[config.mk]
export PLATFORM = sky130hd
export DESIGN_NAME = sas_sequencer
export DESIGN_NICKNAME = d
export VERILOG_FILES = /design/src/hw/sas_pkg.sv /design/src/hw/sas_sequencer.sv /design/src/hw/sas_sar_core.sv
export SDC_FILE = /design/constraint.sdc
export NUM_CORES = 1
export LEC_CHECK = 0
export BUFFER_PORTS_ARGS = -buffer_cell sky130_fd_sc_hd__buf_4
export CAP_MARGIN = 5
export CORE_MARGIN = 2
export CORE_UTILIZATION = 57
export CTS_BUF_LIST = sky130_fd_sc_hd__clkbuf_8
export DETAILED_ROUTE_END_ITERATION = 8
export PLACE_DENSITY_LB_ADDON = 0.05
export RECOVER_POWER = 25
export SYNTH_ARGS = -nofsm -noshare
export SYNTH_HDL_FRONTEND = slang
export SYNTH_SLANG_ARGS = --single-unit
[constraint.sdc]
create_clock -name mclk -period 4.7 [get_ports mclk]
set_input_delay 0.47 -clock mclk [delete_from_list [all_inputs] [get_ports mclk]]
set_output_delay 0.47 -clock mclk [all_outputs]
set_load 0.01 [all_outputs]
[src/hw/sas_pkg.sv]
// Package of constants for the SAR converter sequencer
package sas_pkg;
    // ------------------------------------------------------------
    // Register offsets
    // ------------------------------------------------------------
    localparam logic [7:0] SAS_OFS_CTRL_A = 8'h26;
    localparam logic [7:0] SAS_OFS_CTRL_B = 8'h27;
    localparam logic [7:0] SAS_OFS_RES_HI = 8'h28;
    localparam logic [7:0] SAS_OFS_RES_LO = 8'h29;

    // ------------------------------------------------------------
    // Field layout and reset values
    // ------------------------------------------------------------
    localparam int SAS_A_START_BIT = 7;
    localparam int SAS_A_MODE_HI = 6;
    localparam int SAS_A_MODE_LO = 5;
    localparam int SAS_A_AIN_DIS_BIT = 4;
    localparam int SAS_B_LADDER_BIT = 5;
    localparam int SAS_B_FIXED1_BIT = 4;
    localparam int SAS_B_TIME_HI = 3;
    localparam int SAS_B_TIME_LO = 1;
    localparam int SAS_L_DONE_BIT = 5;
    localparam int SAS_L_BUSY_BIT = 4;
    localparam logic [7:0] SAS_CTRL_A_RST = 8'h10;
    localparam logic [7:0] SAS_CTRL_B_RST = 8'h10;
    localparam logic [7:0] SAS_CTRL_A_ZERO = 8'h00;
    localparam int SAS_RES_BITS = 10;

    // ------------------------------------------------------------
    // Modes and timing
    // ------------------------------------------------------------
    localparam logic [1:0] SAS_MODE_OFF = 2'h0;
    localparam logic [1:0] SAS_MODE_SW = 2'h1;
    localparam logic [1:0] SAS_MODE_REP = 2'h3;
    localparam logic [2:0] SAS_START_HOLD = 3'h4;
    localparam int SAS_CNT_W = 11;
    localparam logic [10:0] SAS_T39 = 11'h027;
    localparam logic [10:0] SAS_T78 = 11'h04E;
    localparam logic [10:0] SAS_T156 = 11'h09C;
    localparam logic [10:0] SAS_T312 = 11'h138;
    localparam logic [10:0] SAS_T624 = 11'h270;
    localparam logic [10:0] SAS_T1248 = 11'h4E0;

    typedef enum logic [1:0] {
        SAS_IDLE = 2'b01,
        SAS_CONV = 2'b10
    } sas_state_t;
endpackage

[src/hw/sas_sequencer.sv]
// Control and sequencing for a 10-bit SAR converter
`timescale 1ns/10ps
`default_nettype none
// Notes on behaviour
// - Each conversion resolves a 10-bit code by successive approximation.
// - Mode 00 disabled, 01 software start, 10 reserved, 11 repeat.
// - Four-bit channel code selects one of sixteen inputs.
// - Analog input disable bit: 0 enables inputs, 1 disables them.
// - In software mode, writing start 1 begins one conversion.
// - Start bit clears itself once conversion begins.
// - On completion store result, set done and pulse interrupt together.
// - Repeat mode restarts the selected channel after each completion.
// - Mode 00 during repeat aborts at once; partial result discarded.
// - After control A written 00H, starts refused for four cycles.
// - In stop mode both controls reset and ignore writes.
// - Ladder 0: connected only while converting; 1: always connected.
// - Time codes 000,010..110 give 39..1248 clocks; 001 and 111 reserved.
// - Control B bits 7 and 6 read undefined.
// - Reading high result clears done; read low first.
// - Busy sets on conversion start and clears on finish.
// - Busy also clears on entering stop mode.
// - Low result bits 3 to 0 read unstable.
// - Upper 8 result bits in high register, lower 2 in low.
// - New start clears done; old result held until new completion.
module sas_sequencer
    import sas_pkg::*;
(
    input wire logic mclk, // 100 MHz system clock
    input wire logic sys_rst, // Synchronous reset, active high
    input wire logic [7:0] addr, // Register address
    input wire logic [7:0] wdata, // Write data
    input wire logic wr_en, // Write strobe
    input wire logic rd_en, // Read strobe
    output logic [7:0] rdata, // Read data, cycle after rd_en
    input wire logic stop_mode, // Device in stop power mode
    input wire logic cmp_hi, // Comparator result
    output logic [9:0] dac_code, // Trial code to ladder
    output logic ladder_connect, // Ladder connected
    output logic [3:0] channel_select, // Selected analog input
    output logic analog_in_disable, // Inputs disabled
    output logic sample_en, // Sample-hold tracking
    output logic conv_busy_flag, // Conversion in progress
    output logic conv_done_irq // Completion pulse
);
    // ------------------------------------------------------------
    // State
    // ------------------------------------------------------------
    logic [7:0] ctrl_a_reg, ctrl_a_next;
    logic [7:0] ctrl_b_reg, ctrl_b_next;
    logic [7:0] res_hi_reg, res_hi_next;
    logic [1:0] res_lo_reg, res_lo_next;
    logic done_reg, done_next;
    logic irq_reg, irq_next;
    logic [7:0] rdata_reg, rdata_next;
    logic [2:0] hold_reg, hold_next;
    logic [10:0] cnt_reg, cnt_next;
    logic [10:0] step_reg, step_next;
    logic ladder_reg, sample_reg, busy_reg;
    sas_state_t state_reg, state_next;

    logic [9:0] trial;
    logic last_bit;

    // Clock count per conversion for a time code; reserved codes use the slowest
    function automatic logic [10:0] conv_clocks(input logic [2:0] code);
        case (code)
            3'h0: conv_clocks = SAS_T39;
            3'h2: conv_clocks = SAS_T78;
            3'h3: conv_clocks = SAS_T156;
            3'h4: conv_clocks = SAS_T312;
            3'h5: conv_clocks = SAS_T624;
            3'h6: conv_clocks = SAS_T1248;
            default: conv_clocks = SAS_T1248;
        endcase
    endfunction

    // ------------------------------------------------------------
    // Decode
    // ------------------------------------------------------------
    wire [1:0] mode = ctrl_a_reg[SAS_A_MODE_HI:SAS_A_MODE_LO];
    wire wr_a = wr_en && !stop_mode && (addr == SAS_OFS_CTRL_A);
    wire wr_b = wr_en && !stop_mode && (addr == SAS_OFS_CTRL_B);
    wire rd_hi = rd_en && (addr == SAS_OFS_RES_HI);
    wire converting = (state_reg == SAS_CONV);
    wire mode_run = (mode == SAS_MODE_SW) || (mode == SAS_MODE_REP);
    wire [10:0] total = conv_clocks(ctrl_b_reg[SAS_B_TIME_HI:SAS_B_TIME_LO]);
    // Ten bit decisions spread evenly; first decision after sampling share
    // Steps end on last_bit, not on a count, so short time codes get all nine
    wire [10:0] per_bit = total / 11'd11;
    wire step_p = converting && (step_reg == '0) && !last_bit && (cnt_reg > 11'd1);
    wire finish = converting && (cnt_reg == 11'd1);
    wire abort = converting && !mode_run;
    // A start is accepted only in a running mode and outside the hold-off
    wire go_sw = ctrl_a_reg[SAS_A_START_BIT] && mode_run && (hold_reg == '0);
    wire go_rep = finish && (mode == SAS_MODE_REP);
    wire begin_p = !stop_mode && ((state_reg == SAS_IDLE && go_sw) || go_rep);

    sas_sar_core u_core (
        .mclk(mclk),
        .sys_rst(sys_rst),
        .begin_p(begin_p),
        .abort(abort || stop_mode),
        .step_p(step_p),
        .cmp_hi(cmp_hi),
        .trial(trial),
        .last_bit(last_bit)
    );

    // ------------------------------------------------------------
    // Control registers
    // ------------------------------------------------------------
    // Start bit self-clears on begin; a write in that same cycle still lands
    always_comb begin
        ctrl_a_next = ctrl_a_reg;
        ctrl_b_next = ctrl_b_reg;
        hold_next = (hold_reg != '0) ? hold_reg - 3'd1 : hold_reg;
        if (begin_p && state_reg == SAS_IDLE) begin
            ctrl_a_next[SAS_A_START_BIT] = 1'b0;
        end
        if (wr_a) begin
            ctrl_a_next = wdata;
            if (wdata == SAS_CTRL_A_ZERO) begin
                hold_next = SAS_START_HOLD;
            end
        end
        if (wr_b) begin
            ctrl_b_next = wdata;
        end
        if (stop_mode) begin
            ctrl_a_next = SAS_CTRL_A_RST;
            ctrl_b_next = SAS_CTRL_B_RST;
            hold_next = '0;
        end
    end

    // ------------------------------------------------------------
    // Sequencer
    // ------------------------------------------------------------
    always_comb begin
        state_next = state_reg;
        cnt_next = cnt_reg;
        step_next = step_reg;
        case (state_reg)
            SAS_IDLE: begin
                if (begin_p) begin
                    state_next = SAS_CONV;
                    cnt_next = total;
                    step_next = per_bit;
                end
            end
            SAS_CONV: begin
                if (stop_mode || abort) begin
                    state_next = SAS_IDLE;
                end else if (finish) begin
                    if (go_rep) begin
                        cnt_next = total;
                        step_next = per_bit;
                    end else begin
                        state_next = SAS_IDLE;
                    end
                end else begin
                    cnt_next = cnt_reg - 11'd1;
                    step_next = (step_reg == '0) ? per_bit : step_reg - 11'd1;
                end
            end
            default: state_next = SAS_IDLE;
        endcase
    end

    // ------------------------------------------------------------
    // Result, done flag and interrupt
    // ------------------------------------------------------------
    // Final decision folded in here, so result matches the last comparator
    wire [9:0] final_code = last_bit ? (cmp_hi ? trial : (trial & 10'h3FE)) : trial;
    always_comb begin
        res_hi_next = res_hi_reg;
        res_lo_next = res_lo_reg;
        done_next = done_reg;
        irq_next = 1'b0;
        if (rd_hi) begin
            done_next = 1'b0;
        end
        if (begin_p) begin
            done_next = 1'b0;
        end
        if (finish && !stop_mode && mode_run) begin
            res_hi_next = final_code[9:2];
            res_lo_next = final_code[1:0];
            done_next = 1'b1;
            irq_next = 1'b1;
        end
        if (stop_mode) begin
            done_next = 1'b0;
            res_hi_next = '0;
            res_lo_next = '0;
        end
    end

    // ------------------------------------------------------------
    // Read path
    // ------------------------------------------------------------
    // Undefined and unstable bits are driven as zero for determinism
    always_comb begin
        rdata_next = '0;
        if (rd_en) begin
            case (addr)
                SAS_OFS_CTRL_A: rdata_next = ctrl_a_reg;
                SAS_OFS_CTRL_B: rdata_next = {2'b00, ctrl_b_reg[5:0]};
                SAS_OFS_RES_HI: rdata_next = res_hi_reg;
                SAS_OFS_RES_LO: rdata_next = {res_lo_reg, done_reg, converting, 4'h0};
                default: rdata_next = '0;
            endcase
        end
    end

    // ------------------------------------------------------------
    // Flip-flops
    // ------------------------------------------------------------
    // Control registers; stop mode forces reset values through the next state
    always_ff @(posedge mclk) begin
        if (sys_rst) begin
            ctrl_a_reg <= SAS_CTRL_A_RST;
            ctrl_b_reg <= SAS_CTRL_B_RST;
        end else begin
            ctrl_a_reg <= ctrl_a_next;
            ctrl_b_reg <= ctrl_b_next;
        end
    end

    // Start hold-off after control A is cleared
    always_ff @(posedge mclk) begin
        if (sys_rst) begin
            hold_reg <= '0;
        end else begin
            hold_reg <= hold_next;
        end
    end

    // Sequencer state
    always_ff @(posedge mclk) begin
        if (sys_rst) begin
            state_reg <= SAS_IDLE;
        end else begin
            state_reg <= state_next;
        end
    end

    // Conversion length and bit-step counters
    always_ff @(posedge mclk) begin
        if (sys_rst) begin
            cnt_reg <= '0;
            step_reg <= '0;
        end else begin
            cnt_reg <= cnt_next;
            step_reg <= step_next;
        end
    end

    // Result registers; a completed conversion loads them, stop mode clears them
    always_ff @(posedge mclk) begin
        if (sys_rst) begin
            res_hi_reg <= '0;
            res_lo_reg <= '0;
        end else begin
            res_hi_reg <= res_hi_next;
            res_lo_reg <= res_lo_next;
        end
    end

    // Done flag
    always_ff @(posedge mclk) begin
        if (sys_rst) begin
            done_reg <= 1'b0;
        end else begin
            done_reg <= done_next;
        end
    end

    // Completion pulse, one cycle per conversion
    always_ff @(posedge mclk) begin
        if (sys_rst) begin
            irq_reg <= 1'b0;
        end else begin
            irq_reg <= irq_next;
        end
    end

    // Read data, valid only in the cycle after the strobe
    always_ff @(posedge mclk) begin
        if (sys_rst) begin
            rdata_reg <= '0;
        end else begin
            rdata_reg <= rdata_next;
        end
    end

    // Ladder follows the connect bit or activity, registered for the pin
    always_ff @(posedge mclk) begin
        if (sys_rst) begin
            ladder_reg <= 1'b0;
        end else begin
            ladder_reg <= ctrl_b_next[SAS_B_LADDER_BIT] || (state_next == SAS_CONV);
        end
    end

    // Sample-hold opens in the first cycle of each conversion
    always_ff @(posedge mclk) begin
        if (sys_rst) begin
            sample_reg <= 1'b0;
        end else begin
            sample_reg <= (state_next == SAS_CONV) && (step_next == per_bit)
                && (cnt_next == total);
        end
    end

    // Busy taken from the next state, so it tracks state_reg without a decode
    always_ff @(posedge mclk) begin
        if (sys_rst) begin
            busy_reg <= 1'b0;
        end else begin
            busy_reg <= (state_next == SAS_CONV);
        end
    end

    // ------------------------------------------------------------
    // Outputs
    // ------------------------------------------------------------
    // Every pin-facing output is a flop or a slice of one
    assign rdata = rdata_reg;
    assign dac_code = trial;
    assign ladder_connect = ladder_reg;
    assign channel_select = ctrl_a_reg[3:0];
    assign analog_in_disable = ctrl_a_reg[SAS_A_AIN_DIS_BIT];
    assign sample_en = sample_reg;
    assign conv_busy_flag = busy_reg;
    assign conv_done_irq = irq_reg;
endmodule
`default_nettype wire

[src/hw/sas_sar_core.sv]
// Successive-approximation bit search core
`timescale 1ns/10ps
`default_nettype none
module sas_sar_core
    import sas_pkg::*;
(
    input wire logic mclk, // System clock
    input wire logic sys_rst, // Synchronous reset
    input wire logic begin_p, // Start a new search
    input wire logic abort, // Drop the search in progress
    input wire logic step_p, // Resolve the next bit
    input wire logic cmp_hi, // Comparator: input above trial
    output logic [9:0] trial, // Trial code to the ladder
    output logic last_bit // Only the lowest bit left to resolve
);
    // ------------------------------------------------------------
    // Bit search
    // ------------------------------------------------------------
    logic [9:0] trial_reg, trial_next;
    logic [9:0] mask_reg, mask_next;

    // Keep bit if comparator says input is above, then try next lower bit
    always_comb begin
        trial_next = trial_reg;
        mask_next = mask_reg;
        if (abort) begin
            mask_next = '0;
        end else if (begin_p) begin
            mask_next = 10'h200;
            trial_next = 10'h200;
        end else if (step_p && mask_reg != '0) begin
            trial_next = (cmp_hi ? trial_reg : (trial_reg & ~mask_reg)) | (mask_reg >> 1);
            mask_next = mask_reg >> 1;
        end
    end

    always_ff @(posedge mclk) begin
        if (sys_rst) begin
            trial_reg <= '0;
            mask_reg <= '0;
        end else begin
            trial_reg <= trial_next;
            mask_reg <= mask_next;
        end
    end

    assign trial = trial_reg;
    assign last_bit = (mask_reg == 10'h001);
endmodule
`default_nettype wire

==> Word level (Yosys, flattened, before mapping) <==
Cells that the tools add are included.
{ "classes": {"add_sub_neg": 3, "n_div": 1, "n_lt_le_gt_ge": 1, "n_eq_ne": 17, "n_mux": 36, "bitwise": 5, "reduce_logical": 41} }
{ "op_table": {"columns": ["op", "count"], "rows": [
  ["two-way mux 11 bit", 9],
  ["one-hot mux 11 bit (5 select lines)", 1],
  ["two-way mux 10 bit", 5],
  ["one-hot mux 11 bit (2 select lines)", 2],
  ["equality test 8 x 6 -> 1 bit (second input constant)", 4],
  ["one-hot mux 8 bit (4 select lines)", 1],
  ["equality test 11 bit", 2],
  ["subtractor 11 x 1 -> 11 bit (second input constant)", 2],
  ["logical AND 1 bit", 20],
  ["two-way mux 6 bit", 2],
  ["divider 11 x 4 -> 11 bit (second input constant)", 1],
  ["equality test 11 x 1 -> 1 bit (second input constant)", 1],
  ["greater-than comparator 11 x 1 -> 1 bit (second input constant)", 1],
  ["zero test 11 bit", 1],
  ["AND 10 bit", 1],
  ["equality test 10 x 1 -> 1 bit (second input constant)", 1],
  ["NOT 10 bit", 1],
  ["OR 10 x 9 -> 10 bit", 1],
  ["nonzero test 10 bit", 1],
  ["two-way mux 3 bit", 3],
  ["zero test 8 bit", 1],
  ["two-way mux 2 bit", 4],
  ["two-way mux 8 bit", 1],
  ["two-way mux 1 bit", 7],
  ["15 further kinds", 31]
]} }
{ "word_totals": {"ff_bits": 84, "input_bits": 22, "out_inout_bits": 27, "elab_cells": 123} }

==> Longest topological paths before layout <==
Gate-level depths: netlist of run 1.
{ "logic_depth": {"ltp_word": 12, "depth_mapped": 20, "depth_no_buf": 18} }

==> Cells and area by module <==
A second synthesis of run 1 with hierarchy kept.
{ "unflattened": {"cells_unflattened": 817, "hier_area_um2": 6148.4} }
{ "by_module_without_submodules": {"columns": ["mod", "instances", "cells_each", "area_per_inst_um2"], "rows": [
  ["sas_sequencer", 1, 735, 5353.9],
  ["sas_sar_core", 1, 82, 794.5]
]} }

==> Worst setup path after synthesis of run 1 <==
OpenSTA, ideal clock, no wires.
{ "synth_path": {"path_type": "reg-to-reg", "from": "register ctrl_b_reg[2]", "to": "register sample_reg (netlist: sample_en)", "arrival_ns": 4.311, "setup_slack_ns": 0.261, "path_stages_with_launch": 19, "n_path_buf": 1, "synth_period_minus_slack_ns": 4.439, "cell_sequence": "dfxtp_1 -> buf_6 -> inv_1 -> ha_1 -> and2b_4 -> xnor2_2 -> o21a_1 -> o31ai_1 -> a221oi_1 -> mux2i_2 -> nand2_1 -> o31ai_4 -> xor2_1 -> ha_1 -> nand2_1 -> a311o_1 -> a31o_2 -> a211oi_1 -> nor4b_2"} }
{ "synth_via": {"elab_chain_cells": 10, "word_cells_on_any_way": 22, "classes_between": "1 x div; 6 x eq/ne; 12 x mux; 3 x reduce/logical"} }
{ "synth_lines": {"columns": ["element", "line", "rtl"], "rows": [
  ["start: declaration", "sas_sequencer.sv:49", "logic [7:0] ctrl_b_reg, ctrl_b_next;"],
  ["start signal: assignment", "sas_sequencer.sv:226", "ctrl_b_reg <= ctrl_b_next;"],
  ["equality test 3 bit, or another cell as far along", "sas_sequencer.sv:66", "case (code)"],
  ["one-hot mux 11 bit (5 select lines) *", "sas_sequencer.sv:66", null],
  ["divider 11 x 4 -> 11 bit", "sas_sequencer.sv:89", "wire [10:0] per_bit = total / 11'd11;"],
  ["two-way mux 11 bit, on equally long branches", "sas_sequencer.sv:163, sas_sequencer.sv:155", null],
  ["two-way mux 11 bit", "sas_sequencer.sv:154", "end else if (finish) begin"],
  ["two-way mux 11 bit", "sas_sequencer.sv:152", "if (stop_mode || abort) begin"],
  ["one-hot mux 11 bit (2 select lines)", "sas_sequencer.sv:143", "case (state_reg)"],
  ["equality test 11 bit", "sas_sequencer.sv:311", "sample_reg <= (state_next == SAS_CONV) && (step_next == per_bit)"],
  ["logical AND 1 bit", "sas_sequencer.sv:311", null],
  ["logical AND 1 bit *", "sas_sequencer.sv:312", "&& (cnt_next == total);"],
  ["end signal: assignment", "sas_sequencer.sv:311", null],
  ["end: declaration", "sas_sequencer.sv:58", "logic ladder_reg, sample_reg, busy_reg;"]
]} }
Every way passes the cells marked *; elsewhere a longest branch is shown, timed or not.
A chain may end at the register's enable or synchronous reset.

==> Worst setup path after layout of run 1 <==
Same ends and word-level chain as after synthesis.

==> results of run 1 <==
## cell usage in the layout (no fill, tap or decap), drive strengths merged, types with 8 or more instances in the layout
cell type  Yosys  routed
a211oi        15      15
a21oi         87      87
a22oi         16      16
buf           27      54
clkbuf        41      36
dfxtp         84      84
ha            12      12
inv           23      27
mux2i         40      40
nand2         97      97
nand3         25      25
nand4         10      10
nor2          87      87
nor2b         11      11
nor3          33      33
nor4          12      12
o21ai         50      50
or3            9       9
xnor2          8       8
xor2           8       8
## critical path, stage by stage (launching register included)
cell      delay, ns
dfxtp_1        0.34
inv_1          0.07
ha_1           0.39
and2b_4        0.33
xnor2_4        0.15
o21a_2         0.26
nand4_1        0.25
a31o_4         0.36
o221ai_4       0.22
o22ai_2        0.19
o31ai_4        0.28
xor2_1         0.18
ha_1           0.20
nand2_1        0.11
a311o_1        0.36
a31o_2         0.26
a211oi_1       0.27
nor4b_2        0.10
## final timing paths
check	from	end	slack (ns)
worst max-delay path	ctrl_b_reg[2]$_SDFFE_PP0P_	sample_en$_SDFF_PP0_	0.24
worst min-delay path	wdata[4]	ctrl_b_reg[4]$_SDFFE_PP1P_	0.31
worst max register to register	ctrl_b_reg[2]$_SDFFE_PP0P_	sample_en$_SDFF_PP0_	0.24
worst min register to register	res_hi_reg[6]$_SDFFE_PP0P_	res_hi_reg[6]$_SDFFE_PP0P_	0.46
## routing by layer
| layer | wire [um] | up-vias | track usage (%) | part of all wire [%] |
|---|---|---|---|---|
| met5 | 0 | - | 0 | 0 |
| met4 | 473 | 0 | 10.1 | 2.4 |
| met3 | 2000 | 61 | 8.71 | 10 |
| met2 | 8370 | 375 | 48.3 | 43 |
| met1 | 8820 | 3088 | 47.3 | 45 |
| li1 | - | 3113 | - | - |
## power by group
group	total, mW	switching, mW	internal [mW]
logic	0.0652	0.0378	0.0274
registers	0.714	0.00192	0.712
clock network	0.555	0.301	0.254
total	1.33	0.341	0.993
## kinds of logic after synthesis
logic type	count (synthesis)	synth area share (%)
xor gates and xnor gates	16	2.32
DFF	84	26.4
muxes	43	7.46
AOI/OAI and AO/OA	255	28.0
adders and majority gates	12	2.36
buffers and inverters	92	6.78
and+or+nand+nor	336	26.7
## synthesized netlist by cell type, drive strengths merged, types with 16 or more instances
library cell	number
nand2	97
buf	27
clkbuf	41
dfxtp	84
nor2	87
a22oi	16
a21oi	87
inv	23
o21ai	50
mux2i	40
nand3	25
nor3	33
## metrics by stage
step / power [mW] / setup TNS [ns]
after global routing: 1.37 / -0.00712
after floorplan: 0.767 / 0
after detailed placement: 0.794 / 0
after global placement: 0.793 / 0
after CTS: 1.34 / 0
final: 1.33 / 0
## repair_timing
action	in CTS	in global routing
endpoints found under the setup margin	0	2
setup buffers	0	2
resized for setup	0	8
hold endpoints to repair	0	0
## final cells by class
type / count / area, um^2 / share of cell area (%)
inverters: 24 / 90.1 / 1.29
flip-flops and latches: 84 / 1680 / 24.2
clock inverters: 7 / 80.1 / 1.15
well taps: 140 / 175 / 2.52
repair buffers: 81 / 507 / 7.28
multi-input cells: 662 / 4300 / 61.8
clock buffers: 9 / 124 / 1.78
==> run_results.csv, run 1 <==
group,metric,value,unit
cells_and_area,n_fill_cell,996,
logic_synthesis,synthTopCellsByArea,"dfxtp_1 (26%), a21oi_1 (6.8%), mux2i_1 (5.7%)",
logic_synthesis,synth_top_cell_by_area,"dfxtp_1",
clock_network,insertion_delay,0.39,ns
sta,skew,0.0103,ns
floorplanning,die_x,110,um
clock_network,path_clk_slew,0.10,ns
cells_and_area,diodes,0,
routing,viasPerCell,6.59,
global_route,overflow,0,
sta,setup_viol,0,
logic_synthesis,syn-mean-instance-area,7.60,um^2
setup_path,cp-start-kind,"flip-flop",
outcome,status,"complete, no violations",
routing,first_pass_iters,6,
setup_path,critPathKind,"reg -> reg",
pwr,powerDensity,192,nW/um^2
clock_network,cts_tree,"yes",
routing,drt-total-wl,19.7,mm
cells_and_area,drive_gt1_share,13.6,%
sta,whs,0.314,ns
floorplanning,die_h,110,um
clock_network,cts_root_buf,"clkbuf_8",
cells_and_area,layout-area-overhead-vs-synth,9.29,%
global_route,grt_pass1_wl,30.7,mm
setup_path,cp.arrival,4.73,ns
logic_synthesis,synth_edf_count,0,
logic_synthesis,ys.flop_type,"dfxtp_1",
floorplanning,start_util,58.5,%
clock_network,hold_buffers,0,
logic_synthesis,ys_types,96,
sta,finalHoldViolations,0,
floorplanning,num_rows,38,
clock_network,htree_levels,3,
clock_network,cts_sinks,84,
global_route,grt_pass1_vias,5880,
logic_synthesis,syn_area,6370,um^2
placed_design,dp_hpwl,14.5,mm
routing,dr_total_vias,6637,
cells_and_area,final_area,6960,um^2
routing,drc,0,
sta,layout_min_cycle_time,4.46,ns
logic_synthesis,synth_seq_cells,84,
sta,slew_violations,0,
routing,wl_per_cell,19.5,um
setup_path,critPathMaxFanout,6,
global_route,antenna_found_initial,0,
global_route,track_usage,33.0,%
sta,fmax,224,MHz
global_route,grt_start_max_net_pins,41,
flow_run,maxCapViolations,0,
placed_design,io_buffers,48,
routing,drtIter0Drc,833,
sta,period_share,94.8,%
setup_path,reg2reg_depth,17,
logic_synthesis,synthCells,838,
floorplanning,ios,49,
setup_path,worst_ep_required_time,4.97,ns
logic_synthesis,synth_nets,872,
placed_design,placedCellCount,989,
hold_path,worstHoldPathCells,3,
placed_design,gp_routability_congestion,1.03,
cells_and_area,layout.nets,896,
pwr,peakVddDrop,0.209,mV
logic_synthesis,async_flop_share,0,%
setup_path,crit_path_end_kind,"flip-flop",
placed_design,dpl_worst_slack,0.130,ns
sta,worst_slew_pin_slew,1.11,ns
logic_synthesis,yosys_warnings,0,
floorplanning,dieArea,12000,um^2
clock_network,clk_path_buf_depth,2,
placed_design,place_area,6800,um^2
sta,slew_headroom,25.6,%
clock_network,cts_buffers,9,
sta,setup_slack,0.243,ns
pwr,power.leakage,2.52,nW
floorplanning,core-area,10900,um^2
logic_synthesis,ys_seq_area_share,26.4,%
routing,antenna_left,0,
cells_and_area,finish.utilization,63.9,%
hold_path,hp-class,"in -> reg",
logic_synthesis,synth_top_area_share,26.4,%
cells_and_area,fin_cells,1007,
Note: power is estimated with default switching activity, not from simulation.
==> inputs of run 2 (changes only) <==
--- a/config.mk
+++ b/config.mk
@@ -11,7 +11,7 @@
 export CORE_UTILIZATION = 57
 export CTS_BUF_LIST = sky130_fd_sc_hd__clkbuf_8
 export DETAILED_ROUTE_END_ITERATION = 8
-export PLACE_DENSITY_LB_ADDON = 0.05
+export PLACE_DENSITY = 0.83
 export RECOVER_POWER = 25
 export SYNTH_ARGS = -nofsm -noshare
 export SYNTH_HDL_FRONTEND = slang
==> run 2 against run 1 <==
Wire length up 2.0%. First-iteration DRC count up 11%. Combinational power up 3.2%. Sequential power about the same. Flip-flop and latch count unchanged. Non-clock buffer count down 1. Clock skew about the same. Largest cell class unchanged. Highest routed layer unchanged.
==> run_results.csv, run 2 (synthesized netlist as in run 1, its figures left out) <==
group,metric,value,unit
setup_path,worstPathCellList,"inv_1 > ha_1 > and2b_4 > xnor2_2 > o21a_2 > nand4_1 > a31o_4 > o221ai_4 > o22ai_2 > o31ai_4 > xor2_1 > ha_1 > nand2_1 > a311o_1 > a31o_2 > a211oi_1 > nor4b_2",
placed_design,dp_hpwl,14.7,mm
global_route,grt_use_met1,48.7,%
flow_run,maxCapViolations,0,
setup_path,cp-start-kind,"flip-flop",
global_route,grtUsageMet3,6.11,%
setup_path,worst_ep_required_time,4.98,ns
pwr,pwr-share-clk,39.8,%
cells_and_area,drive_gt1_share,13.9,%
sta,setup_slack,0.256,ns
global_route,antenna_found_initial,0,
pwr,peakVddDrop,0.234,mV
clock_network,hold_buffers,0,
cells_and_area,layout_commonest_cell,"nand2_1",
global_route,gr-max-usage-layer,"met2",
cells_and_area,n_fill_cell,973,
routing,drc,0,
setup_path,cp.arrival,4.72,ns
clock_network,clk_path_buf_depth,2,
cells_and_area,layout-area-overhead-vs-synth,8.76,%
sta,slew_violations,0,
placed_design,gp_routability_congestion,0.981,
routing,drtIter0Drc,924,
sta,fmax,225,MHz
pwr,p_seq_share,55.0,%
cells_and_area,diodes,0,
clock_network,cts_sinks,84,
pwr,powerDensity,187,nW/um^2
pwr,netSwitchingFraction,25.4,%
floorplanning,ios,49,
sta,finalHoldViolations,0,
sta,period_share,94.6,%
setup_path,critical-path-max-stage-delay,0.37,ns
clock_network,cts_buffers,9,
setup_path,cp_num_buf_inv,1,
sta,layout_min_cycle_time,4.44,ns
floorplanning,core-area,10900,um^2
clock_network,path_clk_slew,0.09,ns
floorplanning,dieArea,12000,um^2
sta,skew,0.0102,ns
floorplanning,num_rows,38,
global_route,overflow,0,
global_route,use_met2,51.2,%
setup_path,slowest_stage,"a311o_1",
routing,dr_total_vias,6760,
sta,worst_slew_pin_slew,1.14,ns
setup_path,crit_family,"compound AO/OA/AOI/OAI gates",
routing,first_pass_iters,5,
global_route,grt_start_max_net_pins,41,
sta,setup_viol,0,
pwr,p_int,0.967,mW
routing,wl_per_cell,19.9,um
clock_network,htree_levels,3,
placed_design,io_buffers,48,
routing,viasPerCell,6.72,
cells_and_area,layout_common_cells,"nand2_1 (96), nor2_1 (87), a21oi_1 (86)",
global_route,track_usage,33.8,%
pwr,p_switching,0.330,mW
placed_design,dpl_worst_slack,0.145,ns
floorplanning,start_util,58.5,%
setup_path,critPathMaxFanout,6,
clock_network,insertion_delay,0.38,ns
sta,whs,0.327,ns
cells_and_area,seqCellArea,1680,um^2
sta,grt_setup_unrepaired,"false",
cells_and_area,layout.nets,895,
floorplanning,die_h,110,um
pwr,combPwrFrac,5.2,%
sta,setup_tns,0,ns
clock_network,cts_tree,"yes",
cells_and_area,multi_input_area,4290,um^2
pwr,power.leakage,2.51,nW
setup_path,crit_path_end_kind,"flip-flop",
floorplanning,die_x,110,um
hold_path,hp-class,"in -> reg",
clock_network,cts_root_buf,"clkbuf_8",
global_route,grt_pass1_vias,6080,
outcome,status,"complete, no violations",
setup_path,critPathKind,"reg -> reg",
global_route,grt_pass1_wl,31.7,mm
setup_path,worst_path_most_repeated_cell,"ha_1",
routing,drt-total-wl,20.0,mm
sta,slew_headroom,23.7,%
routing,antenna_left,0,
## run 2: worst reg2reg max path: cells and delay by family, from the launching register on
kind / cells / cell delay (ns)
AOI/OAI and AO/OA: 8 / 2.26
xor gates and xnor gates: 2 / 0.44
adders and majority gates: 2 / 0.57
buffers and inverters: 1 / 0.07
DFF: 1 / 0.33
and+or+nand+nor: 4 / 0.67
## run 2: cell type report
class	instances	area share, %
Timing Repair Buffer	80	7.21
Inverter	24	1.30
Clock buffer	11	2.19
Clock inverter	5	0.578
Sequential cell	84	24.3
Tap cell	140	2.53
Multi-Input combinational cell	662	61.9
## run 2: per-layer routing
| metal | share of wire [%] | vias up | routed length [um] |
|---|---|---|---|
| met1 | 44 | 3210 | 8780 |
| met5 | 0 | - | 0 |
| met4 | 2.2 | 0 | 437 |
| met3 | 10 | 41 | 2050 |
| li1 | - | 3115 | - |
| met2 | 44 | 394 | 8790 |
## run 2: path summary, 6_finish.rpt
path                         startpoint                    endpoint  slack [ns]  cells after the start
max reg2reg  ctrl_b_reg[2]$_SDFFE_PP0P_        sample_en$_SDFF_PP0_        0.26                     17
min reg2reg  res_hi_reg[7]$_SDFFE_PP0P_  res_hi_reg[7]$_SDFFE_PP0P_        0.46                      2
min                            wdata[4]  ctrl_b_reg[4]$_SDFFE_PP1P_        0.33                      3
max          ctrl_b_reg[2]$_SDFFE_PP0P_        sample_en$_SDFF_PP0_        0.26                     17
## run 2: through the flow
step           power, mW  instances  utilization (%)  area (um^2)
2_1_floorplan      0.767        838                -         6370
5_1_grt             1.34       1006             63.6         6930
4_1_cts             1.30       1004             64.2         6990
6_report            1.30       1006             63.6         6930
3_5_place_dp       0.795        988             62.4         6800
3_3_place_gp       0.793        988             62.4         6800
## run 2: power groups by stage
| stage | Sequential (mW) | Clock, mW | Combinational, mW |
|---|---|---|---|
| finish | 0.714 | 0.516 | 0.0673 |
| detailed placement | 0.730 | 0 | 0.0647 |
| floorplan | 0.730 | 0 | 0.0371 |
| global placement | 0.730 | 0 | 0.0626 |
| global route | 0.714 | 0.554 | 0.0713 |
| CTS | 0.714 | 0.523 | 0.0652 |
## run 2: timing repair
item                                    CTS  global route
setup buffers                             0             2
gates resized for setup                   0             9
endpoints found under the setup margin    0             2
==> inputs of run 3 (changes only) <==
==> config.mk (replaced) <==
export PLATFORM = sky130hd
export DESIGN_NAME = sas_sequencer
export DESIGN_NICKNAME = d
export VERILOG_FILES = /design/src/hw/sas_pkg.sv /design/src/hw/sas_sequencer.sv /design/src/hw/sas_sar_core.sv
export SDC_FILE = /design/constraint.sdc
export NUM_CORES = 1
export LEC_CHECK = 0
export CAP_MARGIN = 5
export CORE_MARGIN = 2
export CORE_UTILIZATION = 61
export CTS_BUF_LIST = sky130_fd_sc_hd__clkbuf_8
export DETAILED_ROUTE_END_ITERATION = 8
export DONT_BUFFER_PORTS = 1
export PLACE_DENSITY = 0.81
export RECOVER_POWER = 100
export SYNTH_ARGS = -nofsm -noshare
export SYNTH_HDL_FRONTEND = slang
export SYNTH_SLANG_ARGS = --single-unit
==> constraint.sdc (replaced) <==
create_clock -name mclk -period 4.6 [get_ports mclk]
set_input_delay 0.46 -clock mclk [delete_from_list [all_inputs] [get_ports mclk]]
set_output_delay 0.46 -clock mclk [all_outputs]
set_load 0.01 [all_outputs]
==> run 3 against run 2 <==
The run now ends with capacitance limit, slew limit left. Critical path depth unchanged. Worst setup slack worse by 0.029 ns. Sequential share of layout area up 0.93 points. Global-route usage up 1.0 points. Cell area down 3.8%.
==> run_results.csv, run 3 (synthesized netlist as in run 1, its figures left out) <==
group,metric,value,unit
sta,period_share,95.1,%
placed_design,io_buffers,0,
routing,first_pass_iters,6,
sta,skew,0.0217,ns
clock_network,cts_sinks,84,
placed_design,dpl_worst_slack,0.0657,ns
floorplanning,ios,49,
sta,fmax,229,MHz
clock_network,cts_buffers,9,
sta,setup_tns,0,ns
global_route,grt_start_max_net_pins,41,
global_route,antenna_found_initial,0,
global_route,grt_pass1_wl,31.5,mm
sta,worst_slew_pin_slew,1.89,ns
clock_network,htree_levels,3,
routing,drt-total-wl,19.6,mm
pwr,power.leakage,2.40,nW
outcome,status,"finished, violations left",
floorplanning,core-area,10200,um^2
setup_path,cp.arrival,4.65,ns
hold_path,hp-class,"in -> reg",
clock_network,cts_root_buf,"clkbuf_8",
setup_path,critical-path-max-stage-delay,0.50,ns
setup_path,worst_ep_required_time,4.88,ns
setup_path,crit_path_end_kind,"flip-flop",
clock_network,clk_path_buf_depth,2,
global_route,track_usage,34.9,%
clock_network,hold_buffers,0,
routing,viasPerCell,6.83,
floorplanning,die_x,106,um
global_route,overflow,0,
outcome,violations,"capacitance limit, slew limit",
pwr,powerDensity,197,nW/um^2
sta,slew_headroom,-28.2,%
floorplanning,start_util,62.3,%
sta,finalHoldViolations,0,
routing,wl_per_cell,20.5,um
routing,drc,0,
cells_and_area,layout_common_cells,"nand2_1 (96), nor2_1 (87), a21oi_1 (86)",
pwr,peakVddDrop,0.313,mV
setup_path,worstPathCellList,"inv_1 > ha_1 > nor2b_1 > a311oi_4 > o221ai_4 > buf_4 > o211a_1 > o221ai_4 > o22ai_2 > o31ai_4 > xor2_1 > ha_1 > nand2_1 > a311o_1 > a31o_2 > a211oi_2 > nor4b_2",
setup_path,slowest_stage,"a311oi_4",
sta,slew_violations,12,
sta,setup_viol,0,
placed_design,dp_hpwl,14.6,mm
routing,antenna_left,0,
clock_network,insertion_delay,0.38,ns
cells_and_area,diodes,0,
global_route,grt_pass1_vias,6005,
pwr,power,1.32,mW
placed_design,gp_routability_congestion,0.963,
floorplanning,dieArea,11300,um^2
sta,layout_min_cycle_time,4.37,ns
sta,grt_setup_unrepaired,"false",
flow_run,maxCapViolations,1,
cells_and_area,layout.nets,850,
cells_and_area,finish.utilization,65.2,%
setup_path,critPathKind,"reg -> reg",
cells_and_area,layout-area-overhead-vs-synth,4.67,%
sta,setup_slack,0.226,ns
cells_and_area,drive_gt1_share,11.7,%
clock_network,path_clk_slew,0.11,ns
setup_path,cp-start-kind,"flip-flop",
cells_and_area,layout_commonest_cell,"nand2_1",
floorplanning,num_rows,37,
routing,drtIter0Drc,848,
sta,whs,0.142,ns
routing,dr_total_vias,6532,
clock_network,cts_tree,"yes",
floorplanning,die_h,106,um
setup_path,critPathMaxFanout,8,
[run 3: cell types whose count changed in the layout (fill, tap and decap cells not counted), sizes merged]
cell / change
clkinv: +3
clkbuf: -25
inv: -1
buf: -22
[run 3: layout make-up]
class,instances,area (um^2)
clock inverters,7,76.3
fillers,897,3560
flip-flops and latches,84,1680
repair buffers,35,248
clock buffers,9,124
well taps,136,170
multi-input cells,662,4280
inverters,24,90.1
[run 3: worst max-delay path: cells and delay by family (launching register included)]
family	cells	cell delay, ns
adder cells (fa/ha/maj)	2	0.50
AO/OA/AOI/OAI	9	2.57
XOR/XNOR	1	0.20
AND/OR/NAND/NOR	3	0.38
buffers and inverters	2	0.27
flip-flops	1	0.36
[run 3: worst paths after layout]
check,startpoint,depth (start not counted),endpoint,slack [ns]
max,ctrl_b_reg[2]$_SDFFE_PP0P_,17,sample_en$_SDFF_PP0_,0.23
min reg2reg,res_hi_reg[4]$_SDFFE_PP0P_,2,res_hi_reg[4]$_SDFFE_PP0P_,0.46
min,sys_rst,1,u_core.trial[8]$_SDFFE_PP0P_,0.14
max reg2reg,ctrl_b_reg[2]$_SDFFE_PP0P_,17,sample_en$_SDFF_PP0_,0.23
[run 3: per-stage QoR]
step,instances,instance area (um^2)
global route,957,6670
global placement,939,6450
finish,957,6670
CTS,955,6650
detailed placement,939,6450
floorplan,838,6370
[run 3: timing repair]
| action | CTS | global route |
|---|---|---|
| buffers inserted | 0 | 2 |
| endpoints found under the setup margin | 0 | 2 |
| resized for setup | 0 | 7 |
[run 3: per-layer routing]
layer  wire (um)  share of wire (%)  GRT usage (%)
met1        8550                 44           49.8
met2        8490                 43           51.5
met3        2100                 11           8.65
met4         446                2.3           11.0
met5           0                  0              0
[run 3: report_power, final]
| group | switching, mW | total [mW] | internal [mW] |
|---|---|---|---|
| registers | 0.00211 | 0.730 | 0.728 |
| clock network | 0.328 | 0.543 | 0.215 |
| logic | 0.0268 | 0.0436 | 0.0168 |
